==> src/iob_defines.vh <==
`ifndef IOB_DEFINES_VH
`define IOB_DEFINES_VH
// module addresses
`define IOB_A_PORT2      4'h2
`define IOB_A_SYSCFG     4'h3
`define IOB_A_PORT4      4'h4
`define IOB_A_PORT5      4'h5
`define IOB_A_TIMER      4'h7
`define IOB_A_AUXSW      4'h8
`define IOB_A_SERIAL     4'h9
`define IOB_A_SERSTAT    4'ha
`define IOB_A_ROMBANK    4'hd
`define IOB_A_VOLTMON    4'hf
// timer subport addresses
`define IOB_S_T2CTRL     4'h0
`define IOB_S_T2MODE1    4'h1
`define IOB_S_T2MODE2    4'h2
`define IOB_S_T2CMPMODE  4'h3
`define IOB_S_T2CMP1     4'h4
`define IOB_S_T2CMP2     4'h5
`define IOB_S_T1CTRL1    4'h8
`define IOB_S_T1CTRL2    4'h9
`define IOB_S_WDCTRL     4'ha
// reset values
`define IOB_R_ONES4      4'hf
`define IOB_R_ZERO4      4'h0
`define IOB_R_ONES8      8'hff
`define IOB_R_ZERO8      8'h00
`define IOB_R_SYSCFG     4'hf
`define IOB_R_CLKMGMT    4'hf
`define IOB_R_T1CTRL2    4'h7
`define IOB_R_SERSTAT    4'hb
`define IOB_R_AUXSW      4'hf
// field positions
`define IOB_F_BOT        3
`define IOB_F_OS1        1
`define IOB_F_OS0        0
`define IOB_F_KEEP       3
`define IOB_F_CCS        2
`define IOB_F_CORE_SPEED_SEL_HI       1
`define IOB_F_CORE_SPEED_SEL_LO       0
// oscillator select codes
`define IOB_OS_EXT       2'b11
`define IOB_OS_RC2       2'b01
`define IOB_OS_XT4M      2'b10
`define IOB_OS_XT32K     2'b00
// core speed select codes and divider minus one values
`define IOB_CSS_DIV16    2'b00
`define IOB_CSS_DIV8     2'b11
`define IOB_CSS_DIV4     2'b10
`define IOB_CSS_DIV2     2'b01
`define IOB_DIV16_M1     4'hf
`define IOB_DIV8_M1      4'h7
`define IOB_DIV4_M1      4'h3
`define IOB_DIV2_M1      4'h1
// io guard cycles before sleep
`define IOB_IO_GUARD     2'd3
`endif

==> src/iob_regs.v <==
// Behaviour
// RULE_01 - system config write-only at primary address 3
// RULE_02 - oscillator select picks sources and peripheral clock
// RULE_03 - clock source bit low stops rc oscillator one
// RULE_04 - sleep sets interrupt enable, halts core clock
// RULE_05 - interrupts or reset end sleep
// RULE_06 - pending or active interrupt prevents sleep
// RULE_07 - program leaves three idle cycles before sleep
// RULE_08 - keep bit decides peripheral clock during sleep
// RULE_09 - both clocks stopped switches oscillator off; the code keeps xt32k_run_o on when 32k is selected
// RULE_10 - oscillator stop needs sleep, stop, watchdog lock
// RULE_11 - four-bit module address decoded for sixteen modules
// RULE_12 - plain access reaches primary register
// RULE_13 - aux switch at 8 routes next access auxiliary
// RULE_14 - byte registers move as two nibbles
// RULE_15 - first out loads subport address
// RULE_16 - timer subport map at module 7
// RULE_17 - serial buffers at module 9
// RULE_18 - voltage monitor control write, status read
// RULE_19 - port data write stores, read returns pins
// RULE_20 - clock management is auxiliary of module 3
// RULE_21 - clock management write starts divider sync
// RULE_22 - core speed field selects divider 16/8/4/2
// RULE_23 - program writes low nibble before high nibble
// RULE_24 - reserved addresses have no effect
// RULE_25 - aux selection lasts one access
`timescale 1ns/10ps
`include "iob_defines.vh"
module iob_regs (
    input  wire       mclk_i,
    input  wire       rstn_i,
    input  wire       io_wr_i,
    input  wire       io_rd_i,
    input  wire [3:0] io_addr_i,
    input  wire [3:0] io_wdata_i,
    input  wire       sleep_exec_i,
    input  wire       irq_any_i,
    input  wire       wdt_lock_i,
    input  wire [3:0] port2_pins_i,
    input  wire [3:0] port4_pins_i,
    input  wire [3:0] port5_pins_i,
    input  wire [7:0] ser_rx_i,
    input  wire [3:0] vm_status_i,
    input  wire [3:0] wdt_clear_i,
    input  wire [3:0] ser_status_i,
    output reg  [3:0] io_rdata_o,
    output reg        io_rvalid_o,
    output reg  [3:0] port2_data_o,
    output reg  [3:0] port2_dir_o,
    output reg  [3:0] port4_data_o,
    output reg  [7:0] port4_ctrl_o,
    output reg  [3:0] port5_data_o,
    output reg  [7:0] port5_ctrl_o,
    output reg  [3:0] sys_config_o,
    output reg  [3:0] clock_mgmt_o,
    output reg  [7:0] ser_tx_o,
    output reg        ser_tx_load_o,
    output reg  [3:0] ser_ctrl1_o,
    output reg  [3:0] ser_statctl_o,
    output reg  [3:0] ser_ctrl2_o,
    output reg  [3:0] rom_bank_o,
    output reg  [3:0] volt_mon_ctrl_o,
    output reg  [3:0] t2_ctrl_o,
    output reg  [3:0] t2_mode1_o,
    output reg  [3:0] t2_mode2_o,
    output reg  [3:0] t2_cmpmode_o,
    output reg  [3:0] t2_cmp1_o,
    output reg  [7:0] t2_cmp2_o,
    output reg  [3:0] t1_ctrl1_o,
    output reg  [3:0] t1_ctrl2_o,
    output reg  [3:0] wdt_ctrl_o,
    output reg        irq_enable_set_o,
    output reg        sleep_o,
    output reg        core_clk_run_o,
    output reg        periph_clk_run_o,
    output reg        rc1_run_o,
    output reg        rc2_run_o,
    output reg        xt4m_run_o,
    output reg        xt32k_run_o,
    output reg        ext_clk_run_o,
    output reg        brownout_run_o,
    output reg        periph_div16_o,
    output reg  [3:0] core_div_m1_o,
    output reg        div_sync_o
);
    localparam S_RUN   = 2'b01;
    localparam S_SLEEP = 2'b10;

    // bus decode and core divider helpers
    function is_byte_aux;
        input [3:0] a;
        begin
            is_byte_aux = (a == `IOB_A_PORT4) || (a == `IOB_A_PORT5);
        end
    endfunction

    function [3:0] div_of;
        input [1:0] css;
        begin
            if (css == `IOB_CSS_DIV16)
                div_of = `IOB_DIV16_M1;
            else if (css == `IOB_CSS_DIV8)
                div_of = `IOB_DIV8_M1;
            else if (css == `IOB_CSS_DIV4)
                div_of = `IOB_DIV4_M1;
            else
                div_of = `IOB_DIV2_M1;
        end
    endfunction

    reg [3:0] aux_sel_ff;
    reg       aux_pend_ff;
    reg       nib_hi_ff;
    reg [3:0] nib_lo_ff;
    reg [3:0] sub_addr_ff;
    reg       sub_have_ff;
    reg [3:0] p2_s1_ff;
    reg [3:0] p2_s2_ff;
    reg [3:0] p4_s1_ff;
    reg [3:0] p4_s2_ff;
    reg [3:0] p5_s1_ff;
    reg [3:0] p5_s2_ff;
    reg       irq_s1_ff;
    reg       irq_s2_ff;
    reg       wdl_s1_ff;
    reg       wdl_s2_ff;
    reg       rx_hi_ff;
    reg [1:0] state_ff;
    reg [1:0] nxt_state;
    wire      aux_hit = aux_pend_ff && (aux_sel_ff == io_addr_i);
    wire      io_any  = io_wr_i || io_rd_i;

    // pin, interrupt and watchdog lock inputs synchronised
    always @(posedge mclk_i or negedge rstn_i) begin
        if (!rstn_i) begin
            p2_s1_ff  <= `IOB_R_ZERO4;
            p2_s2_ff  <= `IOB_R_ZERO4;
            p4_s1_ff  <= `IOB_R_ZERO4;
            p4_s2_ff  <= `IOB_R_ZERO4;
            p5_s1_ff  <= `IOB_R_ZERO4;
            p5_s2_ff  <= `IOB_R_ZERO4;
            irq_s1_ff <= 1'b0;
            irq_s2_ff <= 1'b0;
            wdl_s1_ff <= 1'b0;
            wdl_s2_ff <= 1'b0;
        end else begin
            p2_s1_ff  <= port2_pins_i;
            p2_s2_ff  <= p2_s1_ff;
            p4_s1_ff  <= port4_pins_i;
            p4_s2_ff  <= p4_s1_ff;
            p5_s1_ff  <= port5_pins_i;
            p5_s2_ff  <= p5_s1_ff;
            irq_s1_ff <= irq_any_i;
            irq_s2_ff <= irq_s1_ff;
            wdl_s1_ff <= wdt_lock_i;
            wdl_s2_ff <= wdl_s1_ff;
        end
    end

    // register writes
    always @(posedge mclk_i or negedge rstn_i) begin
        if (!rstn_i) begin
            aux_sel_ff      <= `IOB_R_AUXSW;
            aux_pend_ff     <= 1'b0;
            nib_hi_ff       <= 1'b0;
            nib_lo_ff       <= `IOB_R_ZERO4;
            sub_addr_ff     <= `IOB_R_ZERO4;
            sub_have_ff     <= 1'b0;
            port2_data_o    <= `IOB_R_ONES4;
            port2_dir_o     <= `IOB_R_ONES4;
            port4_data_o    <= `IOB_R_ONES4;
            port4_ctrl_o    <= `IOB_R_ONES8;
            port5_data_o    <= `IOB_R_ONES4;
            port5_ctrl_o    <= `IOB_R_ONES8;
            sys_config_o    <= `IOB_R_SYSCFG;
            clock_mgmt_o    <= `IOB_R_CLKMGMT;
            ser_tx_o        <= `IOB_R_ZERO8;
            ser_tx_load_o   <= 1'b0;
            ser_ctrl1_o     <= `IOB_R_ONES4;
            ser_statctl_o   <= `IOB_R_SERSTAT;
            ser_ctrl2_o     <= `IOB_R_ONES4;
            rom_bank_o      <= `IOB_R_ZERO4;
            volt_mon_ctrl_o <= `IOB_R_ONES4;
            t2_ctrl_o       <= `IOB_R_ZERO4;
            t2_mode1_o      <= `IOB_R_ONES4;
            t2_mode2_o      <= `IOB_R_ONES4;
            t2_cmpmode_o    <= `IOB_R_ZERO4;
            t2_cmp1_o       <= `IOB_R_ONES4;
            t2_cmp2_o       <= `IOB_R_ONES8;
            t1_ctrl1_o      <= `IOB_R_ONES4;
            t1_ctrl2_o      <= `IOB_R_T1CTRL2;
            wdt_ctrl_o      <= `IOB_R_ONES4;
            div_sync_o      <= 1'b0;
        end else begin
            ser_tx_load_o <= 1'b0;
            div_sync_o    <= 1'b0;
            if (io_any && aux_hit && !(io_wr_i && is_byte_aux(io_addr_i)
                    && !nib_hi_ff))
                aux_pend_ff <= 1'b0; // RULE_25
            if (io_rd_i && (io_addr_i == `IOB_A_TIMER))
                sub_have_ff <= 1'b0; // RULE_15
            if (io_wr_i) begin
                if (io_addr_i == `IOB_A_AUXSW) begin // RULE_11
                    aux_sel_ff  <= io_wdata_i; // RULE_13
                    aux_pend_ff <= 1'b1;
                end else if (io_addr_i == `IOB_A_PORT2) begin
                    if (aux_hit)
                        port2_dir_o <= io_wdata_i;
                    else
                        port2_data_o <= io_wdata_i; // RULE_19
                end else if (io_addr_i == `IOB_A_SYSCFG) begin
                    if (aux_hit) begin
                        clock_mgmt_o <= io_wdata_i; // RULE_20
                        div_sync_o   <= 1'b1; // RULE_21
                    end else
                        sys_config_o <= io_wdata_i; // RULE_01 RULE_12
                end else if (io_addr_i == `IOB_A_PORT4) begin
                    if (aux_hit) begin
                        nib_hi_ff <= !nib_hi_ff; // RULE_14
                        if (!nib_hi_ff)
                            nib_lo_ff <= io_wdata_i; // RULE_23
                        else
                            port4_ctrl_o <= {io_wdata_i, nib_lo_ff};
                    end else
                        port4_data_o <= io_wdata_i;
                end else if (io_addr_i == `IOB_A_PORT5) begin
                    if (aux_hit) begin
                        nib_hi_ff <= !nib_hi_ff; // RULE_14
                        if (!nib_hi_ff)
                            nib_lo_ff <= io_wdata_i;
                        else
                            port5_ctrl_o <= {io_wdata_i, nib_lo_ff};
                    end else
                        port5_data_o <= io_wdata_i;
                end else if (io_addr_i == `IOB_A_TIMER) begin
                    if (!sub_have_ff) begin
                        sub_addr_ff <= io_wdata_i; // RULE_15
                        sub_have_ff <= 1'b1;
                        nib_hi_ff   <= 1'b0;
                    end else if (sub_addr_ff == `IOB_S_T2CMP2) begin
                        nib_hi_ff <= !nib_hi_ff; // RULE_14
                        if (!nib_hi_ff)
                            nib_lo_ff <= io_wdata_i;
                        else begin
                            t2_cmp2_o   <= {io_wdata_i, nib_lo_ff};
                            sub_have_ff <= 1'b0;
                        end
                    end else begin
                        sub_have_ff <= 1'b0;
                        if (sub_addr_ff == `IOB_S_T2CTRL) // RULE_16
                            t2_ctrl_o <= io_wdata_i;
                        else if (sub_addr_ff == `IOB_S_T2MODE1)
                            t2_mode1_o <= io_wdata_i;
                        else if (sub_addr_ff == `IOB_S_T2MODE2)
                            t2_mode2_o <= io_wdata_i;
                        else if (sub_addr_ff == `IOB_S_T2CMPMODE)
                            t2_cmpmode_o <= io_wdata_i;
                        else if (sub_addr_ff == `IOB_S_T2CMP1)
                            t2_cmp1_o <= io_wdata_i;
                        else if (sub_addr_ff == `IOB_S_T1CTRL1)
                            t1_ctrl1_o <= io_wdata_i;
                        else if (sub_addr_ff == `IOB_S_T1CTRL2)
                            t1_ctrl2_o <= io_wdata_i;
                        else if (sub_addr_ff == `IOB_S_WDCTRL)
                            wdt_ctrl_o <= io_wdata_i; // RULE_24
                    end
                end else if (io_addr_i == `IOB_A_SERIAL) begin
                    if (aux_hit)
                        ser_ctrl1_o <= io_wdata_i;
                    else begin
                        nib_hi_ff <= !nib_hi_ff; // RULE_14
                        if (!nib_hi_ff)
                            nib_lo_ff <= io_wdata_i;
                        else begin
                            ser_tx_o      <= {io_wdata_i, nib_lo_ff};
                            ser_tx_load_o <= 1'b1; // RULE_17
                        end
                    end
                end else if (io_addr_i == `IOB_A_SERSTAT) begin
                    if (aux_hit)
                        ser_ctrl2_o <= io_wdata_i;
                    else
                        ser_statctl_o <= io_wdata_i;
                end else if (io_addr_i == `IOB_A_ROMBANK) begin
                    rom_bank_o <= io_wdata_i;
                end else if (io_addr_i == `IOB_A_VOLTMON) begin
                    volt_mon_ctrl_o <= io_wdata_i; // RULE_18
                end
            end
        end
    end

    // register reads, one cycle latency
    always @(posedge mclk_i or negedge rstn_i) begin
        if (!rstn_i) begin
            io_rdata_o  <= `IOB_R_ZERO4;
            io_rvalid_o <= 1'b0;
            rx_hi_ff    <= 1'b0;
        end else begin
            io_rvalid_o <= io_rd_i;
            io_rdata_o  <= `IOB_R_ZERO4; // RULE_24
            if (io_rd_i) begin
                if (io_addr_i == `IOB_A_PORT2)
                    io_rdata_o <= p2_s2_ff; // RULE_19
                else if (io_addr_i == `IOB_A_PORT4)
                    io_rdata_o <= p4_s2_ff;
                else if (io_addr_i == `IOB_A_PORT5)
                    io_rdata_o <= p5_s2_ff;
                else if (io_addr_i == `IOB_A_SYSCFG)
                    io_rdata_o <= wdt_clear_i;
                else if (io_addr_i == `IOB_A_SERIAL) begin
                    io_rdata_o <= rx_hi_ff ? ser_rx_i[7:4]
                                           : ser_rx_i[3:0]; // RULE_17
                    rx_hi_ff   <= !rx_hi_ff; // RULE_14
                end
                else if (io_addr_i == `IOB_A_SERSTAT)
                    io_rdata_o <= ser_status_i;
                else if (io_addr_i == `IOB_A_VOLTMON)
                    io_rdata_o <= vm_status_i; // RULE_18
            end
        end
    end

    // sleep control and clock gating
    always @* begin
        nxt_state = state_ff;
        case (state_ff)
            S_RUN: begin
                if (sleep_exec_i && !irq_s2_ff)
                    nxt_state = S_SLEEP; // RULE_04 RULE_06
            end
            S_SLEEP: begin
                if (irq_s2_ff)
                    nxt_state = S_RUN; // RULE_05
            end
            default: nxt_state = S_RUN;
        endcase
    end

    wire [1:0] os_sel = {sys_config_o[`IOB_F_OS1], sys_config_o[`IOB_F_OS0]};
    wire       ccs    = clock_mgmt_o[`IOB_F_CCS];
    wire       keep   = clock_mgmt_o[`IOB_F_KEEP];
    wire       nxt_sleep = (nxt_state == S_SLEEP);
    wire       osc_stop  = nxt_sleep && !keep && wdl_s2_ff; // RULE_10
    wire       run_sel   = !osc_stop; // RULE_09

    always @(posedge mclk_i or negedge rstn_i) begin
        if (!rstn_i) begin
            state_ff         <= S_RUN;
            irq_enable_set_o <= 1'b0;
            sleep_o          <= 1'b0;
            core_clk_run_o   <= 1'b1;
            periph_clk_run_o <= 1'b1;
            rc1_run_o        <= 1'b1;
            rc2_run_o        <= 1'b0;
            xt4m_run_o       <= 1'b0;
            xt32k_run_o      <= 1'b0;
            ext_clk_run_o    <= 1'b1;
            brownout_run_o   <= 1'b1;
            periph_div16_o   <= 1'b1;
            core_div_m1_o    <= `IOB_DIV8_M1;
        end else begin
            state_ff <= nxt_state;
            irq_enable_set_o <= sleep_exec_i && (state_ff == S_RUN); // RULE_04
            sleep_o          <= nxt_sleep;
            core_clk_run_o   <= !nxt_sleep; // RULE_04
            periph_clk_run_o <= !nxt_sleep || keep; // RULE_08
            rc1_run_o        <= ccs && run_sel; // RULE_03
            rc2_run_o        <= (os_sel == `IOB_OS_RC2) && run_sel; // RULE_02
            xt4m_run_o       <= (os_sel == `IOB_OS_XT4M) && run_sel;
            xt32k_run_o      <= (os_sel == `IOB_OS_XT32K); // RULE_09
            ext_clk_run_o    <= (os_sel == `IOB_OS_EXT) && run_sel;
            brownout_run_o   <= run_sel; // RULE_10
            periph_div16_o   <= (os_sel != `IOB_OS_XT32K); // RULE_02
            if (div_sync_o)
                core_div_m1_o <= div_of({clock_mgmt_o[`IOB_F_CORE_SPEED_SEL_HI],
                                         clock_mgmt_o[`IOB_F_CORE_SPEED_SEL_LO]}); // RULE_22
        end
    end
endmodule // iob_regs

==> config.mk <==
export PLATFORM = sky130hd
export DESIGN_NAME = iob_regs
export DESIGN_NICKNAME = d
export VERILOG_FILES = /design/src/iob_regs.v
export VERILOG_INCLUDE_DIRS = /design/src
export SDC_FILE = /design/constraint.sdc
export NUM_CORES = 1
export LEC_CHECK = 0
export ABC_CLOCK_PERIOD_IN_PS = 2300
export BUFFER_PORTS_ARGS = -buffer_cell sky130_fd_sc_hd__buf_2
export CAP_MARGIN = 20
export CORE_UTILIZATION = 29
export DETAILED_ROUTE_END_ITERATION = 7
export RECOVER_POWER = 100
export SLEW_MARGIN = 5
export SYNTH_ARGS = -nofsm -noshare
export SYNTH_HDL_FRONTEND = slang
export SYNTH_SLANG_ARGS = --single-unit
==> constraint.sdc <==
create_clock -name mclk_i -period 2.3 [get_ports mclk_i]
set_input_delay 0.23 -clock mclk_i [delete_from_list [all_inputs] [get_ports mclk_i]]
set_output_delay 0.23 -clock mclk_i [all_outputs]
set_load 0.05 [all_outputs]
==> results by group <==
Run status
  – Status: finished, violations left
  – Failing checks: capacitance limit, slew limit

Timing
  – Fin crit share: around 94%
  – Max-slew headroom: -0.1804%
  – Worst-Margin Slew: around 1500 ps
  – Setup ws final: 142.7 ps
  – Count of pins over their slew limit: 52
  – Setup TNS: 0 ps
  – Final Hold Vio Count: 0
  – Fmax: 0.4636 GHz
  – Final Skew: 6.843 ps
  – RSZ-0062 raised after global routing: no
  – Endpoints failing setup: 0
  – Final min period: roughly 2200 ps

Synthesis
  – Number of synthesized flops with an enable pin: 0
  – Yosys cell types: 54
  – Top cells by count, synth: 109 x mux2_2, 99 x dfstp_2, 76 x dfrtp_1
  – Yosys top cell by area: dfstp_2
  – Syn nets: between 500 and 600
  – Netlist area before placement: 7231 um^2
  – Seq cells post-synth: 175
  – Syn avg cell area: 14.46 um^2
  – Most common cell in the netlist: mux2_2
  – Sequential-to-total area share from yosys stat: approximately 62%
  – Post-Syn Instances: 500
  – Ranking of synthesized cells by area: dfstp_2 36%, dfrtp_1 26%, mux2_2 17%
  – Top-area cell type share of the netlist area: 35.98%
  – Most frequently used flop master after synthesis: dfstp_2
  – Fraction of registers with async set/reset: 100.0%
  – Synthesis Warnings: 0

CTS
  – Worst-Skew Late Latency: 420 ps
  – CTS clk-pin slew, worst paths: 70 ps
  – CTS Root Cell: clkbuf_16
  – TritonCTS clock tree: built
  – Clock Sinks: 175
  – Cts repair resizes: 0
  – H-tree depth: 4
  – CTS Buffer Depth: 2
  – CTS buffer count: 17

Global routing
  – Total grt overflow: 0
  – First-pass GRT wire length: 28400 um
  – Vias in the first global route: 4867
  – GRT Util Overall: 14.56%
  – Initial antenna violation count: 1
  – Largest net degree at the start of global routing: 56

Finish
  – Layout cells sized above 1: 43.13%
  – ANT cells: 0
  – Net count reported at finish: about 760
  – Area growth, synth to finish: 25.04%
  – Final Util: 37.07%

Worst hold path
  – Worst hold path class: input port to flip-flop

Floorplan
  – CORE AREA: about 24000 um^2
  – Die Area: 25570 um^2
  – Row count: 57
  – Width of the chip: 159.9 um
  – Initial Util: 29.65%
  – Top Ports: approximately 180
  – Die Y: roughly 160 um

Routing
  – Vias post-DR: 4692
  – WL final: 17750 um
  – DR vias/cell: 4.490
  – Drt first pass iters: 4
  – Final ANT Viol Nets: 0
  – DRC viols: 0
  – Initial drt markers: 189
  – WL per Instance: around 17 um

Job
  – Max_cap viols: 1

Placed design
  – Place WS: 162.0 ps
  – Final Wtd Congestion: 0.8051
  – Port buffer count: 175
  – DP HPWL: ~12000 um

Power and ir drop
  – Max VDD drop: 479.5 uV
  – Final Power: between 0.008 and 0.009 W
  – LEAKAGE: roughly 3.8 nW
  – Pwr per Cell Area: 990.8 nW/um^2

Setup path
  – CP required: 2650 ps
  – CP arrival: 2500 ps
  – CP max FO: 8
  – Critical path capture point type: flip-flop
  – Startpoint types: flip-flop
  – Crit path kind: flip-flop to flip-flop
==> critical path: stages (launching register included) <==
cell and delay [ps]:
dfstp_2 540, xnor2_1 120, o2111ai_1 180, or3_4 390, buf_4 180, nor2_4 290
mux2_2 380
==> power breakdown <==
part,switching [W],internal [W]
Sequential,0.000323,0.00366
Combinational,0.00166,0.000586
Clock,0.00123,0.00150
==> routing by layer <==
| metal | track usage, % | up-vias | routed length [um] |
|---|---|---|---|
| li1 | - | 2159 | - |
| met1 | 18.89 | 2392 | 8157 |
| met2 | 23.92 | 122 | 8529 |
| met3 | 3.455 | 19 | 829 |
| met4 | 4.719 | 0 | 235 |
| met5 | 0 | - | 0 |
==> placed cells by master, fill, tap and decap left out, types with 4 or more instances in the layout <==
| cell | synthesis | layout |
|---|---|---|
| a21oi_1 | 11 | 11 |
| and3_1 | 6 | 6 |
| buf_12 | 0 | 4 |
| buf_2 | 5 | 42 |
| buf_4 | 3 | 10 |
| clkbuf_1 | 12 | 140 |
| clkbuf_16 | 0 | 17 |
| clkinvlp_4 | 0 | 5 |
| dfrtp_1 | 76 | 76 |
| dfstp_2 | 99 | 96 |
| dlygate4sd3_1 | 0 | 15 |
| ha_1 | 6 | 6 |
| inv_1 | 16 | 16 |
| mux2_1 | 5 | 13 |
| mux2_2 | 109 | 109 |
| mux2i_1 | 7 | 7 |
| nand2_1 | 19 | 19 |
| nand2b_1 | 8 | 8 |
| nand3_1 | 11 | 13 |
| nor2_1 | 18 | 19 |
| nor2b_1 | 7 | 7 |
| o211a_1 | 4 | 4 |
| o21ai_0 | 14 | 14 |
==> path summary, 6_finish.rpt <==
kind / start / to / slack [ps] / cells after the start
worst max-delay path: aux_sel_ff[2] / port5_ctrl_o[5] / 140 / 6
worst min-delay path: sleep_exec_i / irq_enable_set_o / 40 / 3
worst max register to register: aux_sel_ff[2] / port5_ctrl_o[5] / 140 / 6
worst min register to register: p5_s1_ff[3] / p5_s2_ff[3] / 350 / 0
max in group asynchronous: rstn_i / port2_dir_o[1] / 600 / 3
min in group asynchronous: rstn_i / p5_s2_ff[3] / 730 / 2
==> cells by family (layout without fill, tap and decap cells) <==
family / Yosys count / after routing / synth area share [%]
other cells: 1 / 1 / 0.05186
xor+xnor: 4 / 4 / 0.5885
mux: 129 / 129 / 20.38
buf+inv: 38 / 259 / 2.319
fa+ha+maj: 6 / 6 / 1.038
simple gates: 98 / 98 / 8.548
flops: 175 / 175 / 62.28
compound gates: 49 / 49 / 4.793
==> cell type report <==
cell class,instances,area [um^2]
Clock inverter,12,110.1
Timing Repair Buffer,211,1047
Inverter,16,60.06
Clock buffer,20,436.7
Fill cell,2464,15350
Multi-Input combinational cell,287,2479
Sequential cell,175,4503
Tap cell,324,405.4
==> registers in the layout, summed over array words and instances (netlist names), 8 cells and up <==
name          flops
t2_cmp2_o         8
ser_tx_o          8
port5_ctrl_o      8
port4_ctrl_o      8
==> per-stage QoR <==
stage                     instances  hold WS, ps  cell area [um^2]
after CTS                      1045        12.08              9315
final                          1045        38.01              9041
after global routing           1045        40.35              9041
after floorplan                 500       -65.59              7231
after global placement          998        247.4              8618
after detailed placement        998        246.6              8618
==> what timing repair did <==
| item | 4_1_cts | 5_1_grt |
|---|---|---|
| endpoints found under the hold margin | 48 | 0 |
| buffers inserted | 0 | 0 |
| hold buffers | 15 | 0 |
Power figures use the tool's default switching activity.
